==> config.mk <==
export PLATFORM = sky130hd
export DESIGN_NAME = dai_top
export DESIGN_NICKNAME = d
export VERILOG_FILES = /design/src/dai_pkg.sv /design/src/dai_top.sv /design/src/dai_sync.sv /design/src/dai_timer.sv
export VERILOG_INCLUDE_DIRS = /design/src
export SDC_FILE = /design/constraint.sdc
export NUM_CORES = 1
export LEC_CHECK = 0
export BUFFER_PORTS_ARGS = -buffer_cell sky130_fd_sc_hd__buf_2
export CAP_MARGIN = 25
export CORE_MARGIN = 5
export CORE_UTILIZATION = 50
export DETAILED_ROUTE_END_ITERATION = 8
export PLACE_DENSITY = 0.74
export SKIP_CTS_REPAIR_TIMING = 1
export SLEW_MARGIN = 30
export SYNTH_ARGS = -nofsm -noshare
export SYNTH_HDL_FRONTEND = slang
export SYNTH_HIERARCHICAL = 1
export SYNTH_SLANG_ARGS = --single-unit
==> constraint.sdc <==
create_clock -name aclk -period 3.1 [get_ports aclk]
set_clock_uncertainty 0.05 [all_clocks]
set_input_delay 0.31 -clock aclk [delete_from_list [all_inputs] [get_ports aclk]]
set_output_delay 0.31 -clock aclk [all_outputs]
set_load 0.01 [all_outputs]
==> src/dai_regs.svh <==
// Offsets, word fields, reset values and timing counts of the interlock block
`ifndef DAI_REGS_SVH
`define DAI_REGS_SVH

// Register byte offsets
`define DAI_ADDR_W       8
`define DAI_CTRL_OFS     8'h00
`define DAI_MEMDATA_OFS  8'h04
`define DAI_STATUS_OFS   8'h08
`define DAI_ADDROUT_OFS  8'h0C
`define DAI_IDXOP_OFS    8'h10
`define DAI_OPLATCH_OFS  8'h14
`define DAI_INDEX0_OFS   8'h20
`define DAI_INDEX3_OFS   8'h2C

// Instruction word fields
`define DAI_ADDR_MSB     15
`define DAI_DEFER_BIT    17
`define DAI_IDXSEL_MSB   19
`define DAI_IDXSEL_LSB   18
`define DAI_HOLD_BIT     23
`define DAI_OP_MSB       29
`define DAI_OP_LSB       24
`define DAI_CF_MSB       31
`define DAI_CF_LSB       30
`define DAI_OP_IOS       6'h2A

// Reset values and response codes
`define DAI_WORD_RST     32'h0000_0000
`define DAI_OKAY         2'h0
`define DAI_SLVERR       2'h2

// Timing: settling time after in-out pulses
`define DAI_CLK_NS       50
`define DAI_SETTLE_NS    1600
`define DAI_SETTLE_CYC   ((`DAI_SETTLE_NS + `DAI_CLK_NS - 1) / `DAI_CLK_NS)
`define DAI_CNT_W        6

`endif

==> src/dai_pkg.sv <==
// Types shared by the interlock block
package dai_pkg;

    // Instruction-cycle counter states
    typedef enum logic [3:0] {
        DAI_S00, DAI_S01, DAI_S02, DAI_S11, DAI_S12, DAI_S13, DAI_S14,
        DAI_S22, DAI_S23, DAI_S24, DAI_S25, DAI_S26, DAI_S31
    } dai_state_t;

endpackage

==> src/dai_top.sv <==
// Instruction-cycle counter with deferred-address interlocks
//
// Register access over AXI4-Lite and the register offsets were decided locally.
`timescale 1ns/10ps
`include "dai_regs.svh"

module dai_top (
    input  logic        aclk,
    input  logic        aresetn,
    input  logic [7:0]  s_axi_awaddr,
    input  logic        s_axi_awvalid,
    output logic        s_axi_awready,
    input  logic [31:0] s_axi_wdata,
    input  logic [3:0]  s_axi_wstrb,
    input  logic        s_axi_wvalid,
    output logic        s_axi_wready,
    output logic [1:0]  s_axi_bresp,
    output logic        s_axi_bvalid,
    input  logic        s_axi_bready,
    input  logic [7:0]  s_axi_araddr,
    input  logic        s_axi_arvalid,
    output logic        s_axi_arready,
    output logic [31:0] s_axi_rdata,
    output logic [1:0]  s_axi_rresp,
    output logic        s_axi_rvalid,
    input  logic        s_axi_rready,
    input  logic        buffer_busy_level,
    input  logic        change_sequence_level,
    input  logic        defined_instruction_level,
    input  logic        deferred_start_condition,
    input  logic        transfer_data_strobe,
    output logic        io_clock_pulse,
    output logic        io_select_pulse,
    output logic        memory_request,
    output logic        change_sequence_busy,
    output logic        instr_done
);

    dai_pkg::dai_state_t state_r;
    dai_pkg::dai_state_t state_nxt;

    logic        beta_r;
    logic        defer_pending_interlock;
    logic        memory_defer_interlock;
    logic        counter_role_select_bit;
    logic [31:0] instr_word_r;
    logic [1:0]  configuration_latch;
    logic        hold_latch;
    logic [5:0]  opcode_latch;
    logic [1:0]  idx_sel_r;
    logic [15:0] final_addr_r;
    logic [15:0] index_operand_r;
    logic [15:0] index_r [4];
    logic [31:0] mem_word_r;
    logic        mem_valid_r;
    logic        go_pend_r;
    logic        chg_pend_r;
    logic        ds_seen_r;
    logic        xfer_d_r;
    logic [4:0]  sync_q;
    logic        bb_s;
    logic        chg_s;
    logic        def_s;
    logic        dsc_s;
    logic        xfer_s;
    logic        io_done;
    logic        cnt_done;
    logic        ds_ran;
    logic        ultimate;
    logic        is_ios;
    logic        adv;
    logic        abandon;
    logic        finish;
    logic        ds_go;
    logic        cs_go;
    logic        io_start;
    logic        aw_hold_r;
    logic        w_hold_r;
    logic [7:0]  awaddr_r;
    logic [31:0] wdata_r;
    logic [3:0]  wstrb_r;
    logic        wr_fire;
    logic [31:0] rd_mux;
    logic        rd_hit;
    logic [31:0] idx_merge;

    // Byte-lane merge of a write into a register
    function automatic logic [31:0] dai_merge(input logic [31:0] old_v,
                                              input logic [31:0] new_v,
                                              input logic [3:0]  strb);
        logic [31:0] res;
        res = old_v;
        for (int i = 0; i < 4; i++)
            if (strb[i])
                res[i*8 +: 8] = new_v[i*8 +: 8];
        return res;
    endfunction

    // Outside levels brought into the clock domain
    dai_sync #(
        .W (5)
    ) u_sync (
        .aclk    (aclk),
        .aresetn (aresetn),
        .d       ({transfer_data_strobe, deferred_start_condition,
                   defined_instruction_level, change_sequence_level,
                   buffer_busy_level}),
        .q       (sync_q)
    );

    assign bb_s   = sync_q[0];
    assign chg_s  = sync_q[1];
    assign def_s  = sync_q[2];
    assign dsc_s  = sync_q[3];
    assign xfer_s = sync_q[4];

    assign io_start = io_clock_pulse | io_select_pulse | (xfer_s & ~xfer_d_r);

    // Settling timer after in-out pulses
    dai_timer u_io_settle (
        .aclk    (aclk),
        .aresetn (aresetn),
        .start   (io_start),
        .done    (io_done)
    );

    dai_timer u_seq_cnt (
        .aclk    (aclk),
        .aresetn (aresetn),
        .start   (ds_go | cs_go),
        .done    (cnt_done)
    );

    assign ds_ran   = ds_seen_r & cnt_done;
    assign ultimate = defer_pending_interlock & ~memory_defer_interlock;
    assign is_ios   = (opcode_latch == `DAI_OP_IOS);

    // Next state of the instruction-cycle counter
    always_comb
    begin
        state_nxt = state_r;
        adv       = 1'b0;
        abandon   = 1'b0;
        finish    = 1'b0;
        ds_go     = 1'b0;
        unique case (state_r)
            dai_pkg::DAI_S00:
            begin
                if (defer_pending_interlock && memory_defer_interlock)
                    adv = dsc_s & ~change_sequence_busy;
                else if (defer_pending_interlock)
                    adv = ~change_sequence_busy;
                else
                    adv = go_pend_r & ~change_sequence_busy;
                state_nxt = dai_pkg::DAI_S01;
            end
            dai_pkg::DAI_S01:
            begin
                adv       = 1'b1;
                state_nxt = dai_pkg::DAI_S02;
                ds_go     = 1'b1;
            end
            dai_pkg::DAI_S02:
            begin
                adv = ds_ran;
                if (chg_s)
                begin
                    abandon   = ds_ran;
                    state_nxt = dai_pkg::DAI_S00;
                end
                else
                    state_nxt = dai_pkg::DAI_S11;
            end
            dai_pkg::DAI_S11:
            begin
                adv       = ultimate | mem_valid_r;
                state_nxt = dai_pkg::DAI_S12;
            end
            dai_pkg::DAI_S12:
            begin
                adv       = 1'b1;
                state_nxt = dai_pkg::DAI_S13;
            end
            dai_pkg::DAI_S13:
            begin
                adv       = 1'b1;
                state_nxt = dai_pkg::DAI_S14;
            end
            dai_pkg::DAI_S14:
            begin
                adv = 1'b1;
                if (defer_pending_interlock)
                    state_nxt = dai_pkg::DAI_S00;
                else
                    state_nxt = dai_pkg::DAI_S22;
            end
            dai_pkg::DAI_S22:
            begin
                adv = io_done;
                if (chg_s)
                begin
                    abandon   = io_done;
                    state_nxt = dai_pkg::DAI_S00;
                end
                else if (bb_s)
                begin
                    ds_go     = io_done;
                    state_nxt = dai_pkg::DAI_S23;
                end
                else
                    state_nxt = dai_pkg::DAI_S24;
            end
            dai_pkg::DAI_S23:
            begin
                adv = ds_ran & io_done;
                if (chg_s)
                begin
                    abandon   = adv;
                    state_nxt = dai_pkg::DAI_S00;
                end
                else if (bb_s)
                begin
                    ds_go = adv;
                    adv   = 1'b0;
                end
                else
                    state_nxt = dai_pkg::DAI_S24;
            end
            dai_pkg::DAI_S24:
            begin
                adv       = 1'b1;
                state_nxt = dai_pkg::DAI_S25;
            end
            dai_pkg::DAI_S25:
            begin
                adv       = 1'b1;
                state_nxt = dai_pkg::DAI_S26;
            end
            dai_pkg::DAI_S26:
            begin
                adv       = 1'b1;
                state_nxt = dai_pkg::DAI_S31;
            end
            dai_pkg::DAI_S31:
            begin
                adv       = io_done;
                finish    = io_done;
                state_nxt = dai_pkg::DAI_S00;
            end
            default:
                state_nxt = dai_pkg::DAI_S00;
        endcase
        ds_go   = ds_go & beta_r;
        abandon = abandon & beta_r;
        finish  = finish & beta_r;
        adv     = adv & beta_r;
    end

    assign cs_go = abandon | (finish & chg_pend_r);

    // Counter state and alpha/beta phase
    always_ff @(posedge aclk)
    begin
        if (!aresetn)
        begin
            state_r <= dai_pkg::DAI_S00;
            beta_r  <= 1'b0;
        end
        else if (!beta_r)
            beta_r <= 1'b1;
        else if (adv)
        begin
            state_r <= state_nxt;
            beta_r  <= 1'b0;
        end
    end

    // Deferral interlocks
    always_ff @(posedge aclk)
    begin
        if (!aresetn)
        begin
            defer_pending_interlock <= 1'b0;
            memory_defer_interlock  <= 1'b0;
        end
        else if (!beta_r && state_r == dai_pkg::DAI_S13)
        begin
            if (ultimate)
                defer_pending_interlock <= 1'b0;
            else if (instr_word_r[`DAI_DEFER_BIT])
                defer_pending_interlock <= 1'b1;
        end
        else if (!beta_r && state_r == dai_pkg::DAI_S14
                 && defer_pending_interlock)
        begin
            memory_defer_interlock <= instr_word_r[`DAI_DEFER_BIT] & def_s;
        end
    end

    // Word register and original-instruction latches
    always_ff @(posedge aclk)
    begin
        if (!aresetn)
        begin
            instr_word_r        <= `DAI_WORD_RST;
            configuration_latch <= 2'h0;
            hold_latch          <= 1'b0;
            opcode_latch        <= 6'h00;
            idx_sel_r           <= 2'h0;
        end
        // latch word by beta of 11
        else if (beta_r && state_r == dai_pkg::DAI_S11
                 && !ultimate && mem_valid_r)
        begin
            instr_word_r <= mem_word_r;
            if (!defer_pending_interlock)
            begin
                configuration_latch <= mem_word_r[`DAI_CF_MSB:`DAI_CF_LSB];
                hold_latch          <= mem_word_r[`DAI_HOLD_BIT];
                opcode_latch        <= mem_word_r[`DAI_OP_MSB:`DAI_OP_LSB];
                idx_sel_r <= mem_word_r[`DAI_IDXSEL_MSB:`DAI_IDXSEL_LSB];
            end
        end
    end

    // Final address and index operand
    always_ff @(posedge aclk)
    begin
        if (!aresetn)
        begin
            final_addr_r    <= 16'h0000;
            index_operand_r <= 16'h0000;
        end
        else if (!beta_r && state_r == dai_pkg::DAI_S14
                 && !defer_pending_interlock)
        begin
            final_addr_r    <= instr_word_r[`DAI_ADDR_MSB:0]
                               + index_r[idx_sel_r];
            index_operand_r <= index_r[idx_sel_r];
        end
    end

    // In-out pulses and completion
    always_ff @(posedge aclk)
    begin
        if (!aresetn)
        begin
            io_clock_pulse  <= 1'b0;
            io_select_pulse <= 1'b0;
            instr_done      <= 1'b0;
            memory_request  <= 1'b0;
            xfer_d_r        <= 1'b0;
        end
        else
        begin
            // clock pulses at 01 and 12
            io_clock_pulse  <= !beta_r && (state_r == dai_pkg::DAI_S01
                                || state_r == dai_pkg::DAI_S12);
            io_select_pulse <= !beta_r && state_r == dai_pkg::DAI_S26
                               && is_ios;
            instr_done      <= finish;
            memory_request  <= state_r == dai_pkg::DAI_S11 && !ultimate
                               && !mem_valid_r;
            xfer_d_r        <= xfer_s;
        end
    end

    // Role bit, change-sequence pending and busy
    always_ff @(posedge aclk)
    begin
        if (!aresetn)
        begin
            counter_role_select_bit <= 1'b0;
            change_sequence_busy    <= 1'b0;
            chg_pend_r              <= 1'b0;
            ds_seen_r               <= 1'b0;
        end
        else
        begin
            if (ds_go)
            begin
                counter_role_select_bit <= 1'b1;
                ds_seen_r               <= 1'b1;
            end
            else if (cs_go)
            begin
                counter_role_select_bit <= 1'b0;
                ds_seen_r               <= 1'b0;
            end
            if (cs_go)
                change_sequence_busy <= 1'b1;
            else if (change_sequence_busy && cnt_done)
                change_sequence_busy <= 1'b0;
            if (!beta_r && state_r == dai_pkg::DAI_S24 && !is_ios && chg_s)
                chg_pend_r <= 1'b1;
            else if (finish && chg_s)
                chg_pend_r <= 1'b1;
            else if (cs_go)
                chg_pend_r <= 1'b0;
        end
    end

    assign wr_fire = aw_hold_r & w_hold_r & ~s_axi_bvalid;

    // Index write merged into the low half of a word
    assign idx_merge = dai_merge({16'h0000, index_r[awaddr_r[3:2]]},
                                 wdata_r, wstrb_r);

    // Software registers; software sets win over hardware clears
    always_ff @(posedge aclk)
    begin
        if (!aresetn)
        begin
            go_pend_r   <= 1'b0;
            mem_valid_r <= 1'b0;
            mem_word_r  <= `DAI_WORD_RST;
            for (int i = 0; i < 4; i++)
                index_r[i] <= 16'h0000;
        end
        else
        begin
            if (state_r == dai_pkg::DAI_S00 && adv
                && !defer_pending_interlock)
                go_pend_r <= 1'b0;
            if (beta_r && state_r == dai_pkg::DAI_S11 && !ultimate)
                mem_valid_r <= 1'b0;
            if (wr_fire)
            begin
                if (awaddr_r == `DAI_CTRL_OFS && wstrb_r[0] && wdata_r[0])
                    go_pend_r <= 1'b1;
                if (awaddr_r == `DAI_MEMDATA_OFS)
                begin
                    mem_word_r  <= dai_merge(mem_word_r, wdata_r, wstrb_r);
                    mem_valid_r <= 1'b1;
                end
                if (awaddr_r >= `DAI_INDEX0_OFS
                    && awaddr_r <= `DAI_INDEX3_OFS && awaddr_r[1:0] == 2'h0)
                    index_r[awaddr_r[3:2]] <= idx_merge[15:0];
            end
        end
    end

    // Write channels, taken in either order
    always_ff @(posedge aclk)
    begin
        if (!aresetn)
        begin
            s_axi_awready <= 1'b1;
            s_axi_wready  <= 1'b1;
            s_axi_bvalid  <= 1'b0;
            s_axi_bresp   <= `DAI_OKAY;
            aw_hold_r     <= 1'b0;
            w_hold_r      <= 1'b0;
            awaddr_r      <= 8'h00;
            wdata_r       <= `DAI_WORD_RST;
            wstrb_r       <= 4'h0;
        end
        else
        begin
            if (s_axi_awvalid && s_axi_awready)
            begin
                awaddr_r      <= s_axi_awaddr;
                aw_hold_r     <= 1'b1;
                s_axi_awready <= 1'b0;
            end
            if (s_axi_wvalid && s_axi_wready)
            begin
                wdata_r      <= s_axi_wdata;
                wstrb_r      <= s_axi_wstrb;
                w_hold_r     <= 1'b1;
                s_axi_wready <= 1'b0;
            end
            if (wr_fire)
            begin
                aw_hold_r    <= 1'b0;
                w_hold_r     <= 1'b0;
                s_axi_bvalid <= 1'b1;
                s_axi_bresp  <= (awaddr_r == `DAI_CTRL_OFS
                    || awaddr_r == `DAI_MEMDATA_OFS
                    || (awaddr_r >= `DAI_INDEX0_OFS
                        && awaddr_r <= `DAI_INDEX3_OFS
                        && awaddr_r[1:0] == 2'h0))
                    ? `DAI_OKAY : `DAI_SLVERR;
            end
            if (s_axi_bvalid && s_axi_bready)
            begin
                s_axi_bvalid  <= 1'b0;
                s_axi_awready <= 1'b1;
                s_axi_wready  <= 1'b1;
            end
        end
    end

    // Read decode
    always_comb
    begin
        rd_hit = 1'b1;
        rd_mux = 32'h0000_0000;
        unique case (s_axi_araddr)
            `DAI_CTRL_OFS:    rd_mux = {31'h0, go_pend_r};
            `DAI_MEMDATA_OFS: rd_mux = mem_word_r;
            `DAI_STATUS_OFS:  rd_mux = {20'h0, 4'(state_r), beta_r,
                mem_valid_r, go_pend_r, change_sequence_busy,
                memory_request, counter_role_select_bit,
                memory_defer_interlock, defer_pending_interlock};
            `DAI_ADDROUT_OFS: rd_mux = {16'h0, final_addr_r};
            `DAI_IDXOP_OFS:   rd_mux = {16'h0, index_operand_r};
            `DAI_OPLATCH_OFS: rd_mux = {23'h0, configuration_latch,
                                        hold_latch, opcode_latch};
            8'h20, 8'h24, 8'h28, `DAI_INDEX3_OFS:
                rd_mux = {16'h0, index_r[s_axi_araddr[3:2]]};
            default:          rd_hit = 1'b0;
        endcase
    end

    // Read channel, answer one cycle after address
    always_ff @(posedge aclk)
    begin
        if (!aresetn)
        begin
            s_axi_arready <= 1'b1;
            s_axi_rvalid  <= 1'b0;
            s_axi_rdata   <= 32'h0000_0000;
            s_axi_rresp   <= `DAI_OKAY;
        end
        else if (s_axi_arvalid && s_axi_arready)
        begin
            s_axi_arready <= 1'b0;
            s_axi_rvalid  <= 1'b1;
            s_axi_rdata   <= rd_mux;
            s_axi_rresp   <= rd_hit ? `DAI_OKAY : `DAI_SLVERR;
        end
        else if (s_axi_rvalid && s_axi_rready)
        begin
            s_axi_rvalid  <= 1'b0;
            s_axi_arready <= 1'b1;
        end
    end

endmodule // dai_top

==> src/dai_sync.sv <==
// Two-flop synchroniser for outside levels
`timescale 1ns/10ps
`include "dai_regs.svh"

module dai_sync #(
    parameter int W = 5
) (
    input  logic         aclk,
    input  logic         aresetn,
    input  logic [W-1:0] d,
    output logic [W-1:0] q
);

    logic [W-1:0] meta_r;

    // First stage feeds only the second
    always_ff @(posedge aclk)
    begin
        if (!aresetn)
        begin
            meta_r <= '0;
            q      <= '0;
        end
        else
        begin
            meta_r <= d;
            q      <= meta_r;
        end
    end

endmodule // dai_sync

==> src/dai_timer.sv <==
// Down counter measuring one settling interval
`timescale 1ns/10ps
`include "dai_regs.svh"

module dai_timer (
    input  logic aclk,
    input  logic aresetn,
    input  logic start,
    output logic done
);

    logic [`DAI_CNT_W-1:0] cnt_r;

    // Load on start, count down to zero
    always_ff @(posedge aclk)
    begin
        if (!aresetn)
            cnt_r <= '0;
        else if (start)
            cnt_r <= `DAI_CNT_W'(`DAI_SETTLE_CYC);
        else if (cnt_r != '0)
            cnt_r <= cnt_r - `DAI_CNT_W'(1);
    end

    assign done = (cnt_r == '0);

endmodule // dai_timer

After elaboration in Yosys (flattened, before gate mapping)

Memory sizes are Yosys's and may differ from the RTL's. A register that Yosys moved wholly into a read port is not among the register bits.
Cells that the tools add are included.
Widths: inputs -> output; s select.

Bits in registers: 219
Bits in latches: 0
Memory bits (writable): 64
Bits in read-only memories: 0
Output and inout port bits: 46
Logic and storage cells: 235
Memories kept: 1

Memory list:

| memory  | depth | width | read ports | clocked after Yosys merged registers in | wr ports | RTL line      | RTL |
|---|---|---|---|---|---|---|---|
| index_r | 4     | 16    | 2          | 1                                       | 4        | dai_top.sv:53 | `logic [15:0] index_r [4];` |

Add/subtract/negate cells: 3
$mul: 0
Divide/modulo/power cells: 0
Order comparisons: 2
Equal/unequal tests: 26
Shifts and indexed selects: 0
Muxes and demuxes: 62
Bitwise logic cells: 26
Reduce and logical (&&, ||, !) cells: 71

Operators by type and width:

| operator            | number |
|---|---|
| $pmux 32 s7         | 1 |
| $pmux 4 s12         | 1 |
| $mux 1              | 39 |
| $eq 8x6->1 const B  | 4 |
| $logic_and 1x1->1   | 29 |
| $mux 6              | 4 |
| $eq 4x4->1 const B  | 5 |
| $add 16x16->16      | 1 |
| $eq 4x3->1 const B  | 4 |
| $eq 8x3->1 const B  | 2 |
| $eq 8x4->1 const B  | 2 |
| $eq 8x5->1 const B  | 2 |
| $logic_not 8->1     | 2 |
| $mux 16             | 1 |
| $mux 8              | 2 |
| $reduce_or 16->1    | 1 |
| $reduce_and 3->1    | 5 |
| $and 1x1->1         | 14 |
| $mux 2              | 7 |
| $logic_not 6->1     | 2 |
| $mux 4              | 3 |
| $reduce_bool 2->1   | 6 |
| $reduce_bool 6->1   | 2 |
| $sub 6x1->6 const B | 2 |
| other kinds (22)    | 49 |

Depth between registers and ports, before layout

Depth after elaboration: 12
Depth in mapped cells: 12
Mapped depth without buffers: 10

Hierarchy

The synthesis kept the hierarchy.

By module, submodules not included:

| module    | instances | cells each | area an instance (sq um) |
|---|---|---|---|
| dai_top   | 1         | 1,274      | 12,370.6 |
| dai_timer | 2         | 32         | 341.6 |
| dai_sync  | 1         | 20         | 262.8 |

Worst setup path before layout

No wires, ideal clock.

Kind: flip-flop to flip-flop
Start point: register (tool-made name)
End point: register final_addr_r[12]
Library setup time: 0.115 ns
Arrival time: 3.131 ns
Path slack: -0.196 ns
Cell stages (with the launch flop): 13
Period minus slack after synthesis: 3.296 ns
Path through: dfxtp_1 -> buf_2 -> buf_2 -> mux4_2 -> ha_1 -> inv_1 -> fa_1 -> nor2b_1 -> o31a_1 -> o41ai_1 -> o21ai_1 -> or4_1 -> and3_1

RTL lines:

| what                 | RTL line       | RTL |
|---|---|---|
| to (signal assigned) | dai_top.sv:337 | `` final_addr_r <= instr_word_r[`DAI_ADDR_MSB:0] `` |
| to (decl)            | dai_top.sv:51  | `logic [15:0] final_addr_r;` |

==> qor.yml <==
grt_pass1_vias: 10000
antenna_found_initial: 0
core_sq_um: 26100
power_frac_clock: 0.415
hold_class: "primary input to flop"
clock-sinks: 282
reg2reg_slack_ps: 90
clk_latency_ps: 550
grt_pass1_wl_mm: 54.0
synth_xor_area_frac: 0.0112
synth-adder-area-share: 0.0194
violations: "hold timing"
area_delta_synth_final_pct: 17.5
syn_area_sq_um: 13300
timing.final.crit_share: 0.969
fp.dieH_um: 173
ys.flop_type: "dfxtp_1"
drive_above_1_share: 0.172
seq_power_share: 0.475
tightest_slew_ps: 906
fmax_mhz: 333
clk_path_buf_depth: 3
drt_wl_total_mm: 34.2
vias: 10600
synth_edf_count: 64
ys_types: 75
rows: 59
yosys_warnings: 6
async_reset_ff_frac: 0
setup_violations: 0
wirelength_met1_mm: 14.9
placed_cells: 1751
slowest_delay_ps: 530
internal_power_w: 0.00640
cts_root_buffer: "clkbuf_16"
finalCriticalPeriod_ps: 3010
cpMaxStageDelayCell: "mux4_2"
vias_per_cell: 5.70
cp.arrival_ps: 3400
end_kind: "flop"
start_util: 0.510
drtIter0Drc: 995
synth.area.mux_share: 0.0793
synth_seq_cells: 282
ys_seq_area_frac: 0.472
overflow: 0
drt_first_pass_iters: 5
post_drt_wl_per_cell_um: 18.5
required_ps: 3490
slew_headroom: 0.394
cp_max_fo: 3
synth_compound_area_frac: 0.165
p_leak_nw: 6.01
path_clk_slew_ps: 60
min_path_cells: 3
numCtsBuffers: 30
grt_util_all_layers: 0.217
powerDensity_nw_per_um2: 544
drc: 0
antenna_left: 0
maxCapViolCount: 0
synthSimpleGateAreaFrac: 0.219
design.die.area_sq_um: 30000
avgSynthCellArea_sq_um: 9.81
fin_nets: 1576
hold_viol: 6
dpl.hpwl_mm: 24.1
status: "finished, violations left"
p_sw_frac: 0.248
syn_inst: 1358
final_cell_area_sq_um: 15600
fp.dieW_um: 173
grt_max_degree: 127
vdd_drop_max_mv: 0.458
numPortBuffers: 107
globalplace.congestion: 0.972
power.switching_w: 0.00211
pin_count: 110
wl_met2_mm: 16.1
cp-start-kind: "flop"
rr_worst_depth: 9
placed_area_sq_um: 14200
wl_met3_mm: 1.94
fin_hold_ws_ps: -31.4
path_class: "flop to flop"
htree_num_levels: 1
top_layer: "met4"
antennaDiodeCount: 0
final_max_slew_viol_count: 0
cts_tree: "built"
comb_power_share: 0.110
synth_top_family_by_area: "simple AND/OR/NAND/NOR gates"
cp_cell_sequence: "buf_4, mux4_2, ha_1, nor2b_1, o31a_1, o41ai_2, o21ai_1, or4_1, and3_1"
final_cells: 1851
-- critical path, delay by kind of cell, from the launching register on --
family                     cells  cell delay [ps]
muxes                          1              530
AOI/OAI and AO/OA              3              780
and+or+nand+nor                3              730
DFF                            1              360
buffers and inverters          1              150
adders and majority gates      1              310
-- metrics by stage --
stage	setup WS, ps	setup TNS [ps]	util	total power [W]
2_1_floorplan	7.51	0	-	0.00481
3_3_place_gp	107	0	0.544	0.00498
5_1_grt	-33.7	-33.7	0.599	0.00886
6_report	94.7	0	0.599	0.00852
3_5_place_dp	61.7	0	0.544	0.00501
4_1_cts	37.6	0	0.581	0.00854
-- registers in the layout, indices dropped and copies added, names as in the netlist, 6 cells and up, named ones only --
register and count:
index_r 64, final_addr_r 16, u_io_settle/cnt_r 6, u_seq_cnt/cnt_r 6
s_axi_rdata 32, instr_word_r 17, wdata_r 32, index_operand_r 16
opcode_latch 6, mem_word_r 32, awaddr_r 8
-- area by class of cell --
| type | count | area [sq um] |
|---|---|---|
| clock inverter | 15 | 151 |
| multi-input combinational | 969 | 6590 |
| clock buffer | 41 | 832 |
| fill | 2225 | 10500 |
| inverter | 18 | 67.6 |
| timing repair buffer | 191 | 1290 |
| sequential | 282 | 6290 |
| tap | 335 | 419 |
-- cells in the mapped netlist, types with 6 or more instances --
cell type  count  area (sq um)
a21oi_1       34           170
mux2i_1       29           290
clkbuf_1      66           248
edfxtp_1      64          1920
dfxtp_1      218          4360
and2_1        89           557
nor3_2         9          90.1
and3_1        11          68.8
nand2_1      249           935
a22o_1        13           114
nand2b_1      23           144
o21ai_0       51           255
nor3_1        10          50.1
o21ai_1       13          65.1
xnor2_1       13           114
a31oi_1        6          37.5
a22oi_1       29           218
ha_1          19           238
mux4_2        33           743
a21boi_0      73           548
nand3_1       32           160
nor3b_1       10          75.1
o22ai_1        9          56.3
nor2_1        28           105
buf_2         17          85.1
nor2b_1       49           307
inv_1         17          63.8
a21boi_1      44           330
o211a_1        6          60.1
-- per-layer routing --
metal,vias up,track usage
met3,76,0.0282
met2,341,0.357
met1,5063,0.298
li1,5071,-
met4,0,0.0758
met5,-,0
-- cells in the final DEF, fill, tap and decap left out, types with 9 or more instances in the layout --
cell,count
and3_1,11
a21boi_1,44
nor2b_1,49
inv_1,17
xnor2_1,13
ha_1,19
buf_4,39
o21ai_0,50
nand3_1,32
dfxtp_1,217
nor3b_1,10
o21ai_1,14
nor3_1,10
o22ai_1,9
and2_1,89
dlygate4sd3_1,44
nor3_2,9
clkbuf_16,30
a21oi_1,34
buf_2,106
nor2_1,28
nand2_1,249
nand2b_1,23
a22o_1,13
a22oi_1,29
mux4_2,33
a21boi_0,73
edfxtp_1,64
mux2i_1,29
-- power groups by stage --
stage	clock, W	sequential [W]	combinational (W)
5_1_grt	0.00376	0.00406	0.00104
3_5_place_dp	0	0.00412	0.000892
2_1_floorplan	0	0.00408	0.000730
4_1_cts	0.00360	0.00404	0.000899
6_report	0.00354	0.00404	0.000940
3_3_place_gp	0	0.00411	0.000869
-- final timing paths --
check,from,to
setup / recovery,flop,final_addr_r[12]
hold / removal,s_axi_wstrb[2],wstrb_r[2]
setup reg to reg,flop,final_addr_r[12]
hold reg to reg,u_sync/meta_r[3],u_sync/q[3]
-- kinds of logic (layout without fill, tap and decap cells) --
group                      Yosys count  after routing
xor gates and xnor gates            17             17
AOI/OAI and AO/OA                  316            316
and+or+nand+nor                    550            550
adders and majority gates           20             20
muxes                               64             64
DFF                                282            282
other                                1              2
buffers and inverters              108            265
No activity file was read; power rests on OpenSTA's default activity.
